$ cat src/logic/refclk_defines.svh
`ifndef REFCLK_DEFINES_SVH
`define REFCLK_DEFINES_SVH

////////////////////////////////////////////////////////////////////////////////
// sizes
`define NUM_REFS          4
`define REF_IDX_W         2
`define PRIO_W            2
`define HDIV_W            5
`define PREDIV_RATIO_W    20
`define DIV_MIN_RATIO     2

////////////////////////////////////////////////////////////////////////////////
// register bus
`define AXI_ADDR_W        8
`define AXI_DATA_W        32
`define AXI_STRB_W        4
`define AXI_RESP_OKAY     2'h0
`define AXI_RESP_SLVERR   2'h2

////////////////////////////////////////////////////////////////////////////////
// word map: byte address bits [7:2]; a group holds one word per input
`define WORD_W            6
`define PAD_CFG_GRP       4'h0
`define PREDIV_CFG_GRP    4'h1
`define SEL_STATUS_WORD   6'h08

////////////////////////////////////////////////////////////////////////////////
// clock_input_pad_config
`define PAD_CFG_RESET     32'h0000_8001
`define PAD_CFG_MASK      32'h0000_ffff
`define PAD_HOLD_N_BIT    15
`define PAD_HDIV_MSB      14
`define PAD_HDIV_LSB      10
`define PAD_BIAS_BIT      4
`define PAD_EN_BIT        3
`define PAD_SEL_MSB       2
`define PAD_SEL_LSB       1
`define PAD_SEL_NEG       2'h2
`define HDIV_BYPASS_MAX   5'h01

////////////////////////////////////////////////////////////////////////////////
// reference_predivider_config
`define PREDIV_CFG_RESET  32'h0050_0000
`define PREDIV_CFG_MASK   32'h035f_ffff
`define PREDIV_PRIO_MSB   25
`define PREDIV_PRIO_LSB   24
`define PREDIV_HOLD_N_BIT 22
`define PREDIV_BYPASS_BIT 20
`define PREDIV_RATIO_MSB  19
`define PREDIV_RATIO_LSB  0

////////////////////////////////////////////////////////////////////////////////
// selection status word
`define STS_USABLE_MSB    3
`define STS_USABLE_LSB    0
`define STS_SEL_MSB       5
`define STS_SEL_LSB       4
`define STS_VALID_BIT     8

`endif

$ cat src/logic/refclk_pkg.sv
`include "refclk_defines.svh"
`default_nettype none
package refclk_pkg;

  typedef struct packed {
    logic                   awvalid;
    logic [`AXI_ADDR_W-1:0] awaddr;
    logic                   wvalid;
    logic [`AXI_DATA_W-1:0] wdata;
    logic [`AXI_STRB_W-1:0] wstrb;
    logic                   bready;
    logic                   arvalid;
    logic [`AXI_ADDR_W-1:0] araddr;
    logic                   rready;
  } axil_req_s;

  typedef struct packed {
    logic                   awready;
    logic                   wready;
    logic                   bvalid;
    logic [1:0]             bresp;
    logic                   arready;
    logic                   rvalid;
    logic [`AXI_DATA_W-1:0] rdata;
    logic [1:0]             rresp;
  } axil_rsp_s;

endpackage : refclk_pkg
`default_nettype wire

$ cat src/logic/clock_div_stage.sv
`include "refclk_defines.svh"
`default_nettype none
module clock_div_stage #(
  parameter int unsigned RATIO_W = `HDIV_W
) (
  // clock, reset, enable
  input  wire logic               aclk,
  input  wire logic               aresetn,
  input  wire logic               ce,
  // divider control
  input  wire logic [RATIO_W-1:0] ratio,
  input  wire logic               bypass,
  input  wire logic               hold_n,
  // clock path
  input  wire logic               in_level,
  output wire logic               out_level
);

  logic               prev_reg, prev_next;
  logic               out_reg, out_next;
  logic [RATIO_W-1:0] cnt_reg, cnt_next;
  logic [RATIO_W-1:0] eff;

  // ratios below the minimum are clamped rather than left undefined
  assign eff       = (ratio < RATIO_W'(`DIV_MIN_RATIO)) ? RATIO_W'(`DIV_MIN_RATIO) : ratio;
  assign out_level = out_reg;

  always_comb begin
    prev_next = prev_reg;
    out_next  = out_reg;
    cnt_next  = cnt_reg;
    if (ce) begin
      prev_next = in_level;
      if (bypass) begin
        out_next = in_level;
        cnt_next = '0;
      end else if (!hold_n) begin
        out_next = 1'b1;
        cnt_next = '0;
      end else if (in_level && !prev_reg) begin
        // a lowered ratio must not leave the count past the new end and run the long way round
        cnt_next = (cnt_reg >= eff - RATIO_W'(1)) ? '0 : cnt_reg + RATIO_W'(1);
        out_next = (cnt_next < (eff >> 1));
      end
    end
  end

  always_ff @(posedge aclk) begin
    if (!aresetn) begin
      // matches the set level of an upstream stage, so release gives no false edge
      prev_reg <= 1'b1;
      out_reg  <= 1'b1;
      cnt_reg  <= '0;
    end else begin
      prev_reg <= prev_next;
      out_reg  <= out_next;
      cnt_reg  <= cnt_next;
    end
  end
endmodule // clock_div_stage
`default_nettype wire

$ cat src/logic/ref_clock_input_divider_config.sv
// Behaviour
// - high-frequency divider: 2..31 divides, 0 passes
// - cleared hold bit parks high-frequency divider set (the code still passes the pad level while settings 0 and 1 bypass it)
// - pad usable only while pad enable set
// - two-bit select picks differential or single-ended pin
// - two-bit priority, zero is first choice
// - equal priority prefers lowest-numbered input
// - cleared hold bit parks pre-divider in set (the code still passes its input while the bypass bit is set)
// - bypass passes reference, else divide by ratio
//
// The register addresses and register access over AXI4-Lite were decided locally.
`include "refclk_defines.svh"
`default_nettype none
module ref_clock_input_divider_config (
  // clock, reset, enable
  input  wire logic                  aclk,
  input  wire logic                  aresetn,
  input  wire logic                  ce,
  // register bus
  input  wire refclk_pkg::axil_req_s axil_req,
  output wire refclk_pkg::axil_rsp_s axil_rsp,
  // reference pads and qualification
  input  wire logic [`NUM_REFS-1:0]  ref_p,
  input  wire logic [`NUM_REFS-1:0]  ref_n,
  input  wire logic [`NUM_REFS-1:0]  ref_valid,
  // pad controls
  output wire logic [`NUM_REFS-1:0]  pad_enable,
  output wire logic [`NUM_REFS-1:0]  pad_bias_on,
  // divided clocks
  output wire logic [`NUM_REFS-1:0]  hf_divided_clock,
  output wire logic [`NUM_REFS-1:0]  ref_divided_clock,
  // reference choice
  output wire logic [`REF_IDX_W-1:0] selected_ref,
  output wire logic                  selected_valid
);
  import refclk_pkg::*;

  ////////////////////////////////////////////////////////////////////////////////
  logic [`AXI_DATA_W-1:0] pad_cfg_reg     [`NUM_REFS];
  logic [`AXI_DATA_W-1:0] pad_cfg_next    [`NUM_REFS];
  logic [`AXI_DATA_W-1:0] prediv_cfg_reg  [`NUM_REFS];
  logic [`AXI_DATA_W-1:0] prediv_cfg_next [`NUM_REFS];
  axil_rsp_s              rsp_reg, rsp_next;
  logic                   aw_held_reg, aw_held_next;
  logic                   w_held_reg, w_held_next;
  logic [`AXI_ADDR_W-1:0] waddr_reg, waddr_next;
  logic [`AXI_DATA_W-1:0] wdata_reg, wdata_next;
  logic [`AXI_STRB_W-1:0] wstrb_reg, wstrb_next;
  logic [`WORD_W-1:0]     wword, rword;
  logic [`REF_IDX_W-1:0]  widx, ridx;
  logic [`REF_IDX_W-1:0]  sel_ref_reg, sel_ref_next;
  logic                   sel_valid_reg, sel_valid_next;
  logic [`PRIO_W-1:0]     best_prio;
  logic [`NUM_REFS-1:0]   usable;
  logic [`NUM_REFS-1:0]   pad_level;
  logic [`NUM_REFS-1:0]   hf_bypass;

  assign axil_rsp       = rsp_reg;
  assign selected_ref   = sel_ref_reg;
  assign selected_valid = sel_valid_reg;
  assign wword          = waddr_reg[`AXI_ADDR_W-1:2];
  assign rword          = axil_req.araddr[`AXI_ADDR_W-1:2];
  assign widx           = wword[`REF_IDX_W-1:0];
  assign ridx           = rword[`REF_IDX_W-1:0];

  function automatic logic [`AXI_DATA_W-1:0] merge_word(
    input logic [`AXI_DATA_W-1:0] old_word,
    input logic [`AXI_DATA_W-1:0] new_word,
    input logic [`AXI_STRB_W-1:0] strb,
    input logic [`AXI_DATA_W-1:0] mask
  );
    logic [`AXI_DATA_W-1:0] res;
    res = old_word;
    for (int b = 0; b < `AXI_STRB_W; b++) begin
      if (strb[b]) begin
        res[b*8 +: 8] = new_word[b*8 +: 8];
      end
    end
    return res & mask;
  endfunction

  ////////////////////////////////////////////////////////////////////////////////
  // bus slave: address and data may come in either order; one write and one read in flight
  always_comb begin
    rsp_next        = rsp_reg;
    aw_held_next    = aw_held_reg;
    w_held_next     = w_held_reg;
    waddr_next      = waddr_reg;
    wdata_next      = wdata_reg;
    wstrb_next      = wstrb_reg;
    pad_cfg_next    = pad_cfg_reg;
    prediv_cfg_next = prediv_cfg_reg;
    if (ce) begin
      if (axil_req.awvalid && rsp_reg.awready) begin
        aw_held_next = 1'b1;
        waddr_next   = axil_req.awaddr;
      end
      if (axil_req.wvalid && rsp_reg.wready) begin
        w_held_next = 1'b1;
        wdata_next  = axil_req.wdata;
        wstrb_next  = axil_req.wstrb;
      end
      if (rsp_reg.bvalid && axil_req.bready) begin
        rsp_next.bvalid = 1'b0;
      end
      if (aw_held_reg && w_held_reg && !rsp_reg.bvalid) begin
        aw_held_next    = 1'b0;
        w_held_next     = 1'b0;
        rsp_next.bvalid = 1'b1;
        rsp_next.bresp  = `AXI_RESP_OKAY;
        // the masks keep reserved bits at zero whatever is written
        if (wword[`WORD_W-1:`REF_IDX_W] == `PAD_CFG_GRP) begin
          pad_cfg_next[widx] = merge_word(pad_cfg_reg[widx], wdata_reg, wstrb_reg, `PAD_CFG_MASK);
        end else if (wword[`WORD_W-1:`REF_IDX_W] == `PREDIV_CFG_GRP) begin
          prediv_cfg_next[widx] = merge_word(prediv_cfg_reg[widx], wdata_reg, wstrb_reg,
                                             `PREDIV_CFG_MASK);
        end else if (wword != `SEL_STATUS_WORD) begin
          rsp_next.bresp = `AXI_RESP_SLVERR;
        end
      end
      rsp_next.awready = !aw_held_next && !rsp_next.bvalid;
      rsp_next.wready  = !w_held_next && !rsp_next.bvalid;

      if (rsp_reg.rvalid && axil_req.rready) begin
        rsp_next.rvalid = 1'b0;
      end
      if (axil_req.arvalid && rsp_reg.arready) begin
        rsp_next.rvalid = 1'b1;
        rsp_next.rresp  = `AXI_RESP_OKAY;
        rsp_next.rdata  = '0;
        if (rword[`WORD_W-1:`REF_IDX_W] == `PAD_CFG_GRP) begin
          rsp_next.rdata = pad_cfg_reg[ridx];
        end else if (rword[`WORD_W-1:`REF_IDX_W] == `PREDIV_CFG_GRP) begin
          rsp_next.rdata = prediv_cfg_reg[ridx];
        end else if (rword == `SEL_STATUS_WORD) begin
          rsp_next.rdata[`STS_USABLE_MSB:`STS_USABLE_LSB] = usable;
          rsp_next.rdata[`STS_SEL_MSB:`STS_SEL_LSB]       = sel_ref_reg;
          rsp_next.rdata[`STS_VALID_BIT]                  = sel_valid_reg;
        end else begin
          rsp_next.rresp = `AXI_RESP_SLVERR;
        end
      end
      rsp_next.arready = !rsp_next.rvalid;
    end
  end

  always_ff @(posedge aclk) begin
    if (!aresetn) begin
      rsp_reg     <= '0;
      aw_held_reg <= 1'b0;
      w_held_reg  <= 1'b0;
      waddr_reg   <= '0;
      wdata_reg   <= '0;
      wstrb_reg   <= '0;
      for (int i = 0; i < `NUM_REFS; i++) begin
        pad_cfg_reg[i]    <= `PAD_CFG_RESET;
        prediv_cfg_reg[i] <= `PREDIV_CFG_RESET;
      end
    end else begin
      rsp_reg        <= rsp_next;
      aw_held_reg    <= aw_held_next;
      w_held_reg     <= w_held_next;
      waddr_reg      <= waddr_next;
      wdata_reg      <= wdata_next;
      wstrb_reg      <= wstrb_next;
      pad_cfg_reg    <= pad_cfg_next;
      prediv_cfg_reg <= prediv_cfg_next;
    end
  end

  ////////////////////////////////////////////////////////////////////////////////
  // reference choice among usable inputs
  always_comb begin
    sel_ref_next   = sel_ref_reg;
    sel_valid_next = sel_valid_reg;
    best_prio      = '1;
    if (ce) begin
      sel_ref_next   = '0;
      sel_valid_next = 1'b0;
      for (int i = 0; i < `NUM_REFS; i++) begin
        // strict compare while scanning upward keeps the lower input on a tie
        if (usable[i] && (!sel_valid_next ||
            prediv_cfg_reg[i][`PREDIV_PRIO_MSB:`PREDIV_PRIO_LSB] < best_prio)) begin
          sel_valid_next = 1'b1;
          sel_ref_next   = `REF_IDX_W'(i);
          best_prio      = prediv_cfg_reg[i][`PREDIV_PRIO_MSB:`PREDIV_PRIO_LSB];
        end
      end
    end
  end

  always_ff @(posedge aclk) begin
    if (!aresetn) begin
      sel_ref_reg   <= '0;
      sel_valid_reg <= 1'b0;
    end else begin
      sel_ref_reg   <= sel_ref_next;
      sel_valid_reg <= sel_valid_next;
    end
  end

  ////////////////////////////////////////////////////////////////////////////////
  // per-input pad and two divider stages
  for (genvar g = 0; g < `NUM_REFS; g++) begin : g_ref
    assign pad_enable[g]  = pad_cfg_reg[g][`PAD_EN_BIT];
    assign pad_bias_on[g] = pad_cfg_reg[g][`PAD_BIAS_BIT];
    // differential, positive and dual modes all feed the positive leg into this path
    assign pad_level[g]   = pad_cfg_reg[g][`PAD_EN_BIT] &
                            ((pad_cfg_reg[g][`PAD_SEL_MSB:`PAD_SEL_LSB] == `PAD_SEL_NEG) ?
                             ref_n[g] : ref_p[g]);
    assign usable[g]      = pad_cfg_reg[g][`PAD_EN_BIT] & ref_valid[g];
    // setting 1 is reserved and treated like 0
    assign hf_bypass[g]   = pad_cfg_reg[g][`PAD_HDIV_MSB:`PAD_HDIV_LSB] <= `HDIV_BYPASS_MAX;

    clock_div_stage #(.RATIO_W(`HDIV_W)) u_hf_div (
      .aclk      (aclk),
      .aresetn   (aresetn),
      .ce        (ce),
      .ratio     (pad_cfg_reg[g][`PAD_HDIV_MSB:`PAD_HDIV_LSB]),
      .bypass    (hf_bypass[g]),
      .hold_n    (pad_cfg_reg[g][`PAD_HOLD_N_BIT]),
      .in_level  (pad_level[g]),
      .out_level (hf_divided_clock[g])
    );

    clock_div_stage #(.RATIO_W(`PREDIV_RATIO_W)) u_pre_div (
      .aclk      (aclk),
      .aresetn   (aresetn),
      .ce        (ce),
      .ratio     (prediv_cfg_reg[g][`PREDIV_RATIO_MSB:`PREDIV_RATIO_LSB]),
      .bypass    (prediv_cfg_reg[g][`PREDIV_BYPASS_BIT]),
      .hold_n    (prediv_cfg_reg[g][`PREDIV_HOLD_N_BIT]),
      .in_level  (hf_divided_clock[g]),
      .out_level (ref_divided_clock[g])
    );
  end
endmodule // ref_clock_input_divider_config
`default_nettype wire

$ cat config.mk
export PLATFORM = sky130hd
export DESIGN_NAME = ref_clock_input_divider_config
export DESIGN_NICKNAME = d
export VERILOG_FILES = /design/src/logic/refclk_pkg.sv /design/src/logic/clock_div_stage.sv /design/src/logic/ref_clock_input_divider_config.sv
export VERILOG_INCLUDE_DIRS = /design/src /design/src/logic
export SDC_FILE = /design/constraint.sdc
export NUM_CORES = 1
export LEC_CHECK = 0
export ABC_AREA = 1
export BUFFER_PORTS_ARGS = -buffer_cell sky130_fd_sc_hd__buf_2
export CORE_MARGIN = 3
export CORE_UTILIZATION = 41
export CTS_CLUSTER_DIAMETER = 60
export CTS_CLUSTER_SIZE = 40
export DETAILED_ROUTE_END_ITERATION = 10
export PLACE_DENSITY_LB_ADDON = 0.3
export SLEW_MARGIN = 10
export SYNTH_ARGS = -nofsm -noshare
export SYNTH_HDL_FRONTEND = slang
export SYNTH_SLANG_ARGS = --single-unit
$ cat constraint.sdc
create_clock -name aclk -period 4.45 [get_ports aclk]
set_input_delay 0.89 -clock aclk [delete_from_list [all_inputs] [get_ports aclk]]
set_output_delay 0.89 -clock aclk [all_outputs]
set_load 0.02 [all_outputs]
# Word level (Yosys, flattened, before mapping)
# Cells that the tools add are included.
[totals]
reg_bits = 456
elab_cells = 335
out_inout_bits = 60
input_bits = 72
[op_classes]
order_cmp = 34
mux = 153
bitwise = 11
n_reduce_logical = 56
n_eq_ne = 18
add_sub_neg = 16
[ops]
columns = ["op", "count"]
rows = [
  ["20-bit two-way mux", 20],
  ["32-bit binary-select mux with 2-bit select", 4],
  ["128-bit bitwise mux", 2],
  ["32-bit two-way mux", 6],
  ["8-bit two-way mux", 18],
  ["5-bit two-way mux", 20],
  ["20-bit by 1-bit adder with 20-bit output, second input constant", 4],
  ["20-bit >= comparator", 4],
  ["20-bit by 19-bit < comparator with 1-bit output", 4],
  ["20-bit by 2-bit < comparator with 1-bit output, second input constant", 4],
  ["20-bit by 1-bit subtractor with 20-bit output, second input constant", 4],
  ["35-bit two-way mux", 2],
  ["32-bit demux with 2-bit select", 1],
  ["26-bit two-way mux", 2],
  ["1-bit two-way mux", 46],
  ["2-bit two-way mux", 20],
  ["7-bit two-way mux", 5],
  ["16-bit two-way mux", 2],
  ["2-bit AND reduction", 12],
  ["23-bit two-way mux", 1],
  ["1-bit logical AND", 21],
  ["5-bit by 1-bit adder with 5-bit output, second input constant", 4],
  ["5-bit >= comparator", 4],
  ["5-bit by 1-bit less-or-equal comparator with 1-bit output, second input constant", 4],
  ["other kinds (23)", 74],
]

# Depth between registers and ports, before layout
[logic_depth]
depth_word = 17
ltp_mapped = 40
depth_no_buf = 40

# By module
# From an unflattened synthesis, not the netlist that was laid out.
[hier_totals]
hier_cells = 3668
hier_area_um2 = 24676.2
[modules_own_cells]
columns = ["mod", "area_each_um2", "seq_area_each_um2", "instances", "cells_each"]
rows = [
  ["ref_clock_input_divider_config", 10870.4, 4604.4, 1, 1505],
  ["clock_div_stage (g_ref[0].u_pre_div ...)", 2728.9, 440.4, 3, 432],
  ["clock_div_stage (g_ref[0].u_hf_div ...)", 725.7, 140.1, 4, 108],
  ["clock_div_stage (g_ref[2].u_pre_div)", 2716.4, 440.4, 1, 435],
]

# Worst setup path after synthesis
# OpenSTA, ideal clock, no wires.
[synth_path]
path_kind = "reg2reg"
start = "register prediv_cfg_reg[70] in the netlist's numbering"
end = "register g_ref[1].u_pre_div.out_reg"
required_ns = 4.338
setup_ns = 0.112
n_path_buf = 1
period_less_slack_ns = 4.927
stages_incl_launch_ff = 33
setup_slack_ns = -0.477
t_arrival_ns = 4.814
cell_sequence = "dfxtp_1 > nor2_1 > inv_1 > nor2_1 > nand4_1 > nor4_1 > nand3_1 > nand2_1 > ha_1 > inv_1 > nor2_1 > nand4_1 > nor3_1 > nand3_1 > xor2_1 > inv_1 > ha_1 > nand2_1 > nor4_1 > nand4_1 > nand2_1 > clkbuf_1 > nor2_1 > ha_1 > inv_1 > nor3_1 > a211oi_1 > o311ai_0 > nor2_1 > nand2_1 > nand2_1 > nand2_1 > nand2_1"
[synth_between]
elab_chain_cells = 9
[synth_rtl]
columns = ["element", "line_no", "source"]
rows = [
  ["start, declared", "ref_clock_input_divider_config.sv:41", "logic [`AXI_DATA_W-1:0] prediv_cfg_reg [`NUM_REFS];"],
  ["start signal, assigned by index", "ref_clock_input_divider_config.sv:157", "prediv_cfg_reg[i] <= `PREDIV_CFG_RESET;"],
  ["start signal, assigned", "ref_clock_input_divider_config.sv:167", "prediv_cfg_reg <= prediv_cfg_next;"],
  ["20-bit by 2-bit < comparator with 1-bit output", "clock_div_stage.sv:25", "assign eff = (ratio < RATIO_W'(`DIV_MIN_RATIO)) ? RATIO_W'(`DIV_MIN_RATIO) : ratio;"],
  ["20-bit two-way mux *", "clock_div_stage.sv:25", ""],
  ["20-bit by 1-bit subtractor with 20-bit output", "clock_div_stage.sv:42", "cnt_next = (cnt_reg >= eff - RATIO_W'(1)) ? '0 : cnt_reg + RATIO_W'(1);"],
  ["20-bit >= comparator", "clock_div_stage.sv:42", ""],
  ["20-bit two-way mux", "clock_div_stage.sv:42", ""],
  ["20-bit by 19-bit < comparator with 1-bit output *", "clock_div_stage.sv:43", "out_next = (cnt_next < (eff >> 1));"],
  ["1-bit two-way mux *", "clock_div_stage.sv:40", "end else if (in_level && !prev_reg) begin"],
  ["1-bit two-way mux *", "clock_div_stage.sv:37", "end else if (!hold_n) begin"],
  ["1-bit two-way mux *", "clock_div_stage.sv:34", "if (bypass) begin"],
  ["end signal, assigned", "clock_div_stage.sv:56", "out_reg <= out_next;"],
  ["end, declared", "clock_div_stage.sv:20", "logic out_reg, out_next;"],
]
# Mark *: on every way between the ends. The rest lies on a longest branch, timed or not. The select of a mux whose other input is x is not followed.
# A chain may end at the register's enable or synchronous reset.

# Worst setup path in the final report
[layout_path]
start = "register prediv_cfg_reg[11] in the netlist's numbering"
end = "register g_ref[3].u_pre_div.out_reg"
[layout_between]
elab_chain_cells = 9
[layout_rtl]
columns = ["element", "line_no"]
rows = [
  ["20-bit by 2-bit < comparator with 1-bit output", "clock_div_stage.sv:25"],
  ["20-bit two-way mux *", "clock_div_stage.sv:25"],
  ["20-bit by 1-bit subtractor with 20-bit output", "clock_div_stage.sv:42"],
  ["20-bit >= comparator", "clock_div_stage.sv:42"],
  ["20-bit two-way mux", "clock_div_stage.sv:42"],
  ["20-bit by 19-bit < comparator with 1-bit output *", "clock_div_stage.sv:43"],
  ["1-bit two-way mux *", "clock_div_stage.sv:40"],
  ["1-bit two-way mux *", "clock_div_stage.sv:37"],
  ["1-bit two-way mux *", "clock_div_stage.sv:34"],
  ["end signal, assigned", "clock_div_stage.sv:56"],
  ["end, declared", "clock_div_stage.sv:20"],
]
# Marked as above.

==> results.md <==
* Num rows at 86
* Slew Limit Fails at 0
* Layout cells sized above 1 at a little under a fifth
* CP Capture Type: flop
* RSZ-0062 raised after global routing: true
* DRT Pass-1 Iters at 6
* Final setup viols at 4
* Met3 Use GR at around 3.6%
* Synth Area in Simple Gates at 22.1%
* Hold_buf cts at 0
* Post-DP HPWL at 61,700 um
* First-pass GRT wire length at ~130,000 um
* CP dominant cell by count: nand2_1
* Pin count of the biggest net entering global routing at between 100 and 150
* Relative slew margins at about a fifth
* Setup TNS Final at -1.31 ns
* Gr usage total at between 20% and 30%
* Root buf cell: clkbuf_16
* # port buffers at 109
* Main area contributors after synthesis: dfxtp_1 (30%), a21oi_1 (11%), nand2_1 (11%)
* Adder-cell area share of the yosys netlist at between 10% and 20%
* CTS max path bufs at 3
* Core ar. at approximately 56,000 sq um
* Area delta synth->final at 23.2%
* Synth cell count leaders: nand2_1 (685), a21oi_1 (522), inv_1 (411), o21ai_0 (376), dfxtp_1 (346)
* Worst path depth at 39
* Flops & latches, synth at around 350
* CP bufs+invs at 4
* Commonest register cell after synthesis: dfxtp_1
* Yosys top cell area share at 29.6%
* Clk pin slew, worst setup/hold paths at about 0.07 ns
* Global route overflow at 0
* Crit start category: flop
* Nets at 4,086
* Initial drt markers at between 2k and 2.5k
* CP Data Arrival Time at 5.54 ns
* Most frequent cell after synthesis: nand2_1
* Pwr dens at approximately 240 nW/um^2
* Layout Skew at between 0.03 and 0.04 ns
* DRC Markers at 0
* Worst slack, placed at -0.641 ns
* Multiplexer share of the synthesized area at less than 1%
* Die span in y at 245 um
* Grt peak-use layer: met2
* Final period util at 114%
* Slew @ Worst Pin at roughly 1.2 ns
* Placed cell count at around 4.5k
* TritonCTS clock tree: done
* Comb power frac at under 10%
* Total chip power at roughly 7 mW
* Vias in the first global route at 22.9k
* Worst Path Required at slightly below 5 ns
* RePlAce Congestion at between 0.9 and 1
* Cell family with most CP delay: simple AND/OR/NAND/NOR gates
* Met2 usage at between 40% and 50%
* Die width at ~240 um
* Outcome: finished with violations
* Routed Antenna Nets at 0
* Total of max-cap violations at 0
* Crit Path Max Fanout at 5
* Largest register FFs at 96
* ANT cells at 0
* Crit Path Category: reg -> reg
* HP Class: reg -> reg
* Async SR Flop Fraction at 0%
* Peak VDD IR at 0.000279 V
* Die Area at about 60,000 sq um
* Setup slack after layout at -0.625 ns
* H-tree depth at 2
* CP max-delay cell: dfxtp_2
* Worst-Skew Late Latency at about 0.58 ns
* Failing checks: negative setup slack
* Io pins at approximately 130
* Clk sinks at around 350
* Non-Filler Instances at ~4.6k
* Hold Violations, Final at 0
* Met1 Use GR at 33.3%
* WL per Instance at approximately 18 um
* Initial Utilization at 42.0%
* Cells after synthesis at roughly 3.5k
* Main combinational cell family by area after synthesis: compound AO/OA/AOI/OAI gates
* Final Util at 51.7%
* Sw Pwr at around 1.9 mW
* CTS buffer count at 37
* Post-synth EDFFs at 0
* Seq/Total Area, Yosys at between 20% and 30%
* Post-Syn Area at about 23,000 sq um
* Leakage power at roughly 13 nW
* Crit path time final at a little over 5 ns
* Reg2Reg Depth at 39
* Compound-Gate Fraction of Synth Area at about a quarter
* CP peak stage delay at 0.32 ns
* Switch share at 26.8%
* Yosys Warn Count at 0
* Initial antenna violation count at 0
* Via count at ~25k
* Total wire length at about 83,000 um
* Area leader, netlist: dfxtp_1
* Worst hold path cell count at 2
* Via/cell ratio at between 5 and 6
* Netlist cell types at 55
* Internal power at 5.11 mW
* Fmax at about 200 MHz
* Power share of the sequential group at 45.3%
* Clock Power Share at 48.7%
* Syn Area/Cell at around 6.7 sq um
* Post-synthesis xor/xnor area fraction at 4.04%
-- cells by family after synthesis --
logic type	after synthesis
fa+ha+maj	203
compound gates	1021
xor+xnor	108
buf+inv	598
other cells	1
simple gates	1215
flops	346
mux	2
-- power by group through the flow --
stage          clock network, mW  registers (mW)  logic [mW]
2_1_floorplan                  0            3.23       0.251
3_3_place_gp                   0            3.23       0.403
3_5_place_dp                   0            3.23       0.407
4_1_cts                     3.46            3.16       0.409
5_1_grt                     3.58            3.16       0.448
6_report                    3.40            3.16       0.416
-- final cells by class --
cell class                      count  area [sq um]
Inverter                          417          1570
Tap cell                          748           936
Sequential cell                   346          6930
Clock inverter                     25           330
Multi-Input combinational cell   2559         14900
Clock buffer                       41           993
Timing Repair Buffer              450          3180
Fill cell                        5552         26900
-- worst reg2reg max path: cells and delay by family, from the launching register on --
kind	cells	cell delay, ns
fa+ha+maj	3	0.77
simple gates	27	2.93
compound gates	4	0.47
buf+inv	4	0.33
flops	1	0.32
xor+xnor	1	0.13
-- timing repair --
| item | 4_1_cts | 5_1_grt |
|---|---|---|
| setup buffers | 21 | 33 |
| pin swaps | 55 | 121 |
| endpoints found under the setup margin | 4 | 32 |
| resized for setup | 64 | 130 |
-- worst paths after layout --
| path | startpoint | endpoint | slack (ns) |
|---|---|---|---|
| setup / recovery | prediv_cfg_reg[11] | g_ref[3].u_pre_div.out_level | -0.63 |
| hold / removal | wdata_reg[8] | wdata_reg[8] | 0.45 |
| setup reg to reg | prediv_cfg_reg[11] | g_ref[3].u_pre_div.out_level | -0.63 |
| hold reg to reg | wdata_reg[8] | wdata_reg[8] | 0.45 |
-- routing by layer --
layer | vias up | wire length (um)
li1 | 12300 | -
met1 | 11500 | 33800
met2 | 921 | 37500
met3 | 244 | 5810
met4 | 0 | 5430
met5 | - | 0
-- stage by stage --
stage | hold WS (ns) | cell area [sq um]
final | 0.446 | 28800
after global routing | 0.462 | 28800
after CTS | 0.449 | 28100
after detailed placement | 0.437 | 26400
after global placement | 0.436 | 26400
after floorplan | 0.420 | 23500
-- layout by cell type, fill, tap and decap left out, types with 6 or more instances in the layout --
cell type  synthesis  routed
nor2_1           255     212
ha_4               0       6
o21ai_0          376     361
dfxtp_1          346     340
nor2_4             2       8
nand3_2            5       9
nor2_2            10      47
dfxtp_2            0       6
xnor2_1           16      16
inv_2              5      19
a21oi_1          522     500
o21ai_1            1       8
o22ai_1           17      17
conb_1             1      10
nand2_2            3      19
nor3_1            54      30
nand2_1          685     667
buf_6              1      13
a21oi_2            3      25
ha_1             203     196
nor3_4             1      10
clkbuf_16          0      39
inv_6              0       8
o21a_1             6       6
nor3_2             7      22
a22oi_1            6       6
nand3_1          109     105
o211ai_1          17      17
a31oi_1           11      11
xor2_1            92      90
buf_4             26     328
o21ai_2            0       7
o2111ai_1         32      32
inv_1            411     395
nand4_1           53      53
buf_2              4     107
No activity file was read; power rests on OpenSTA's default activity.
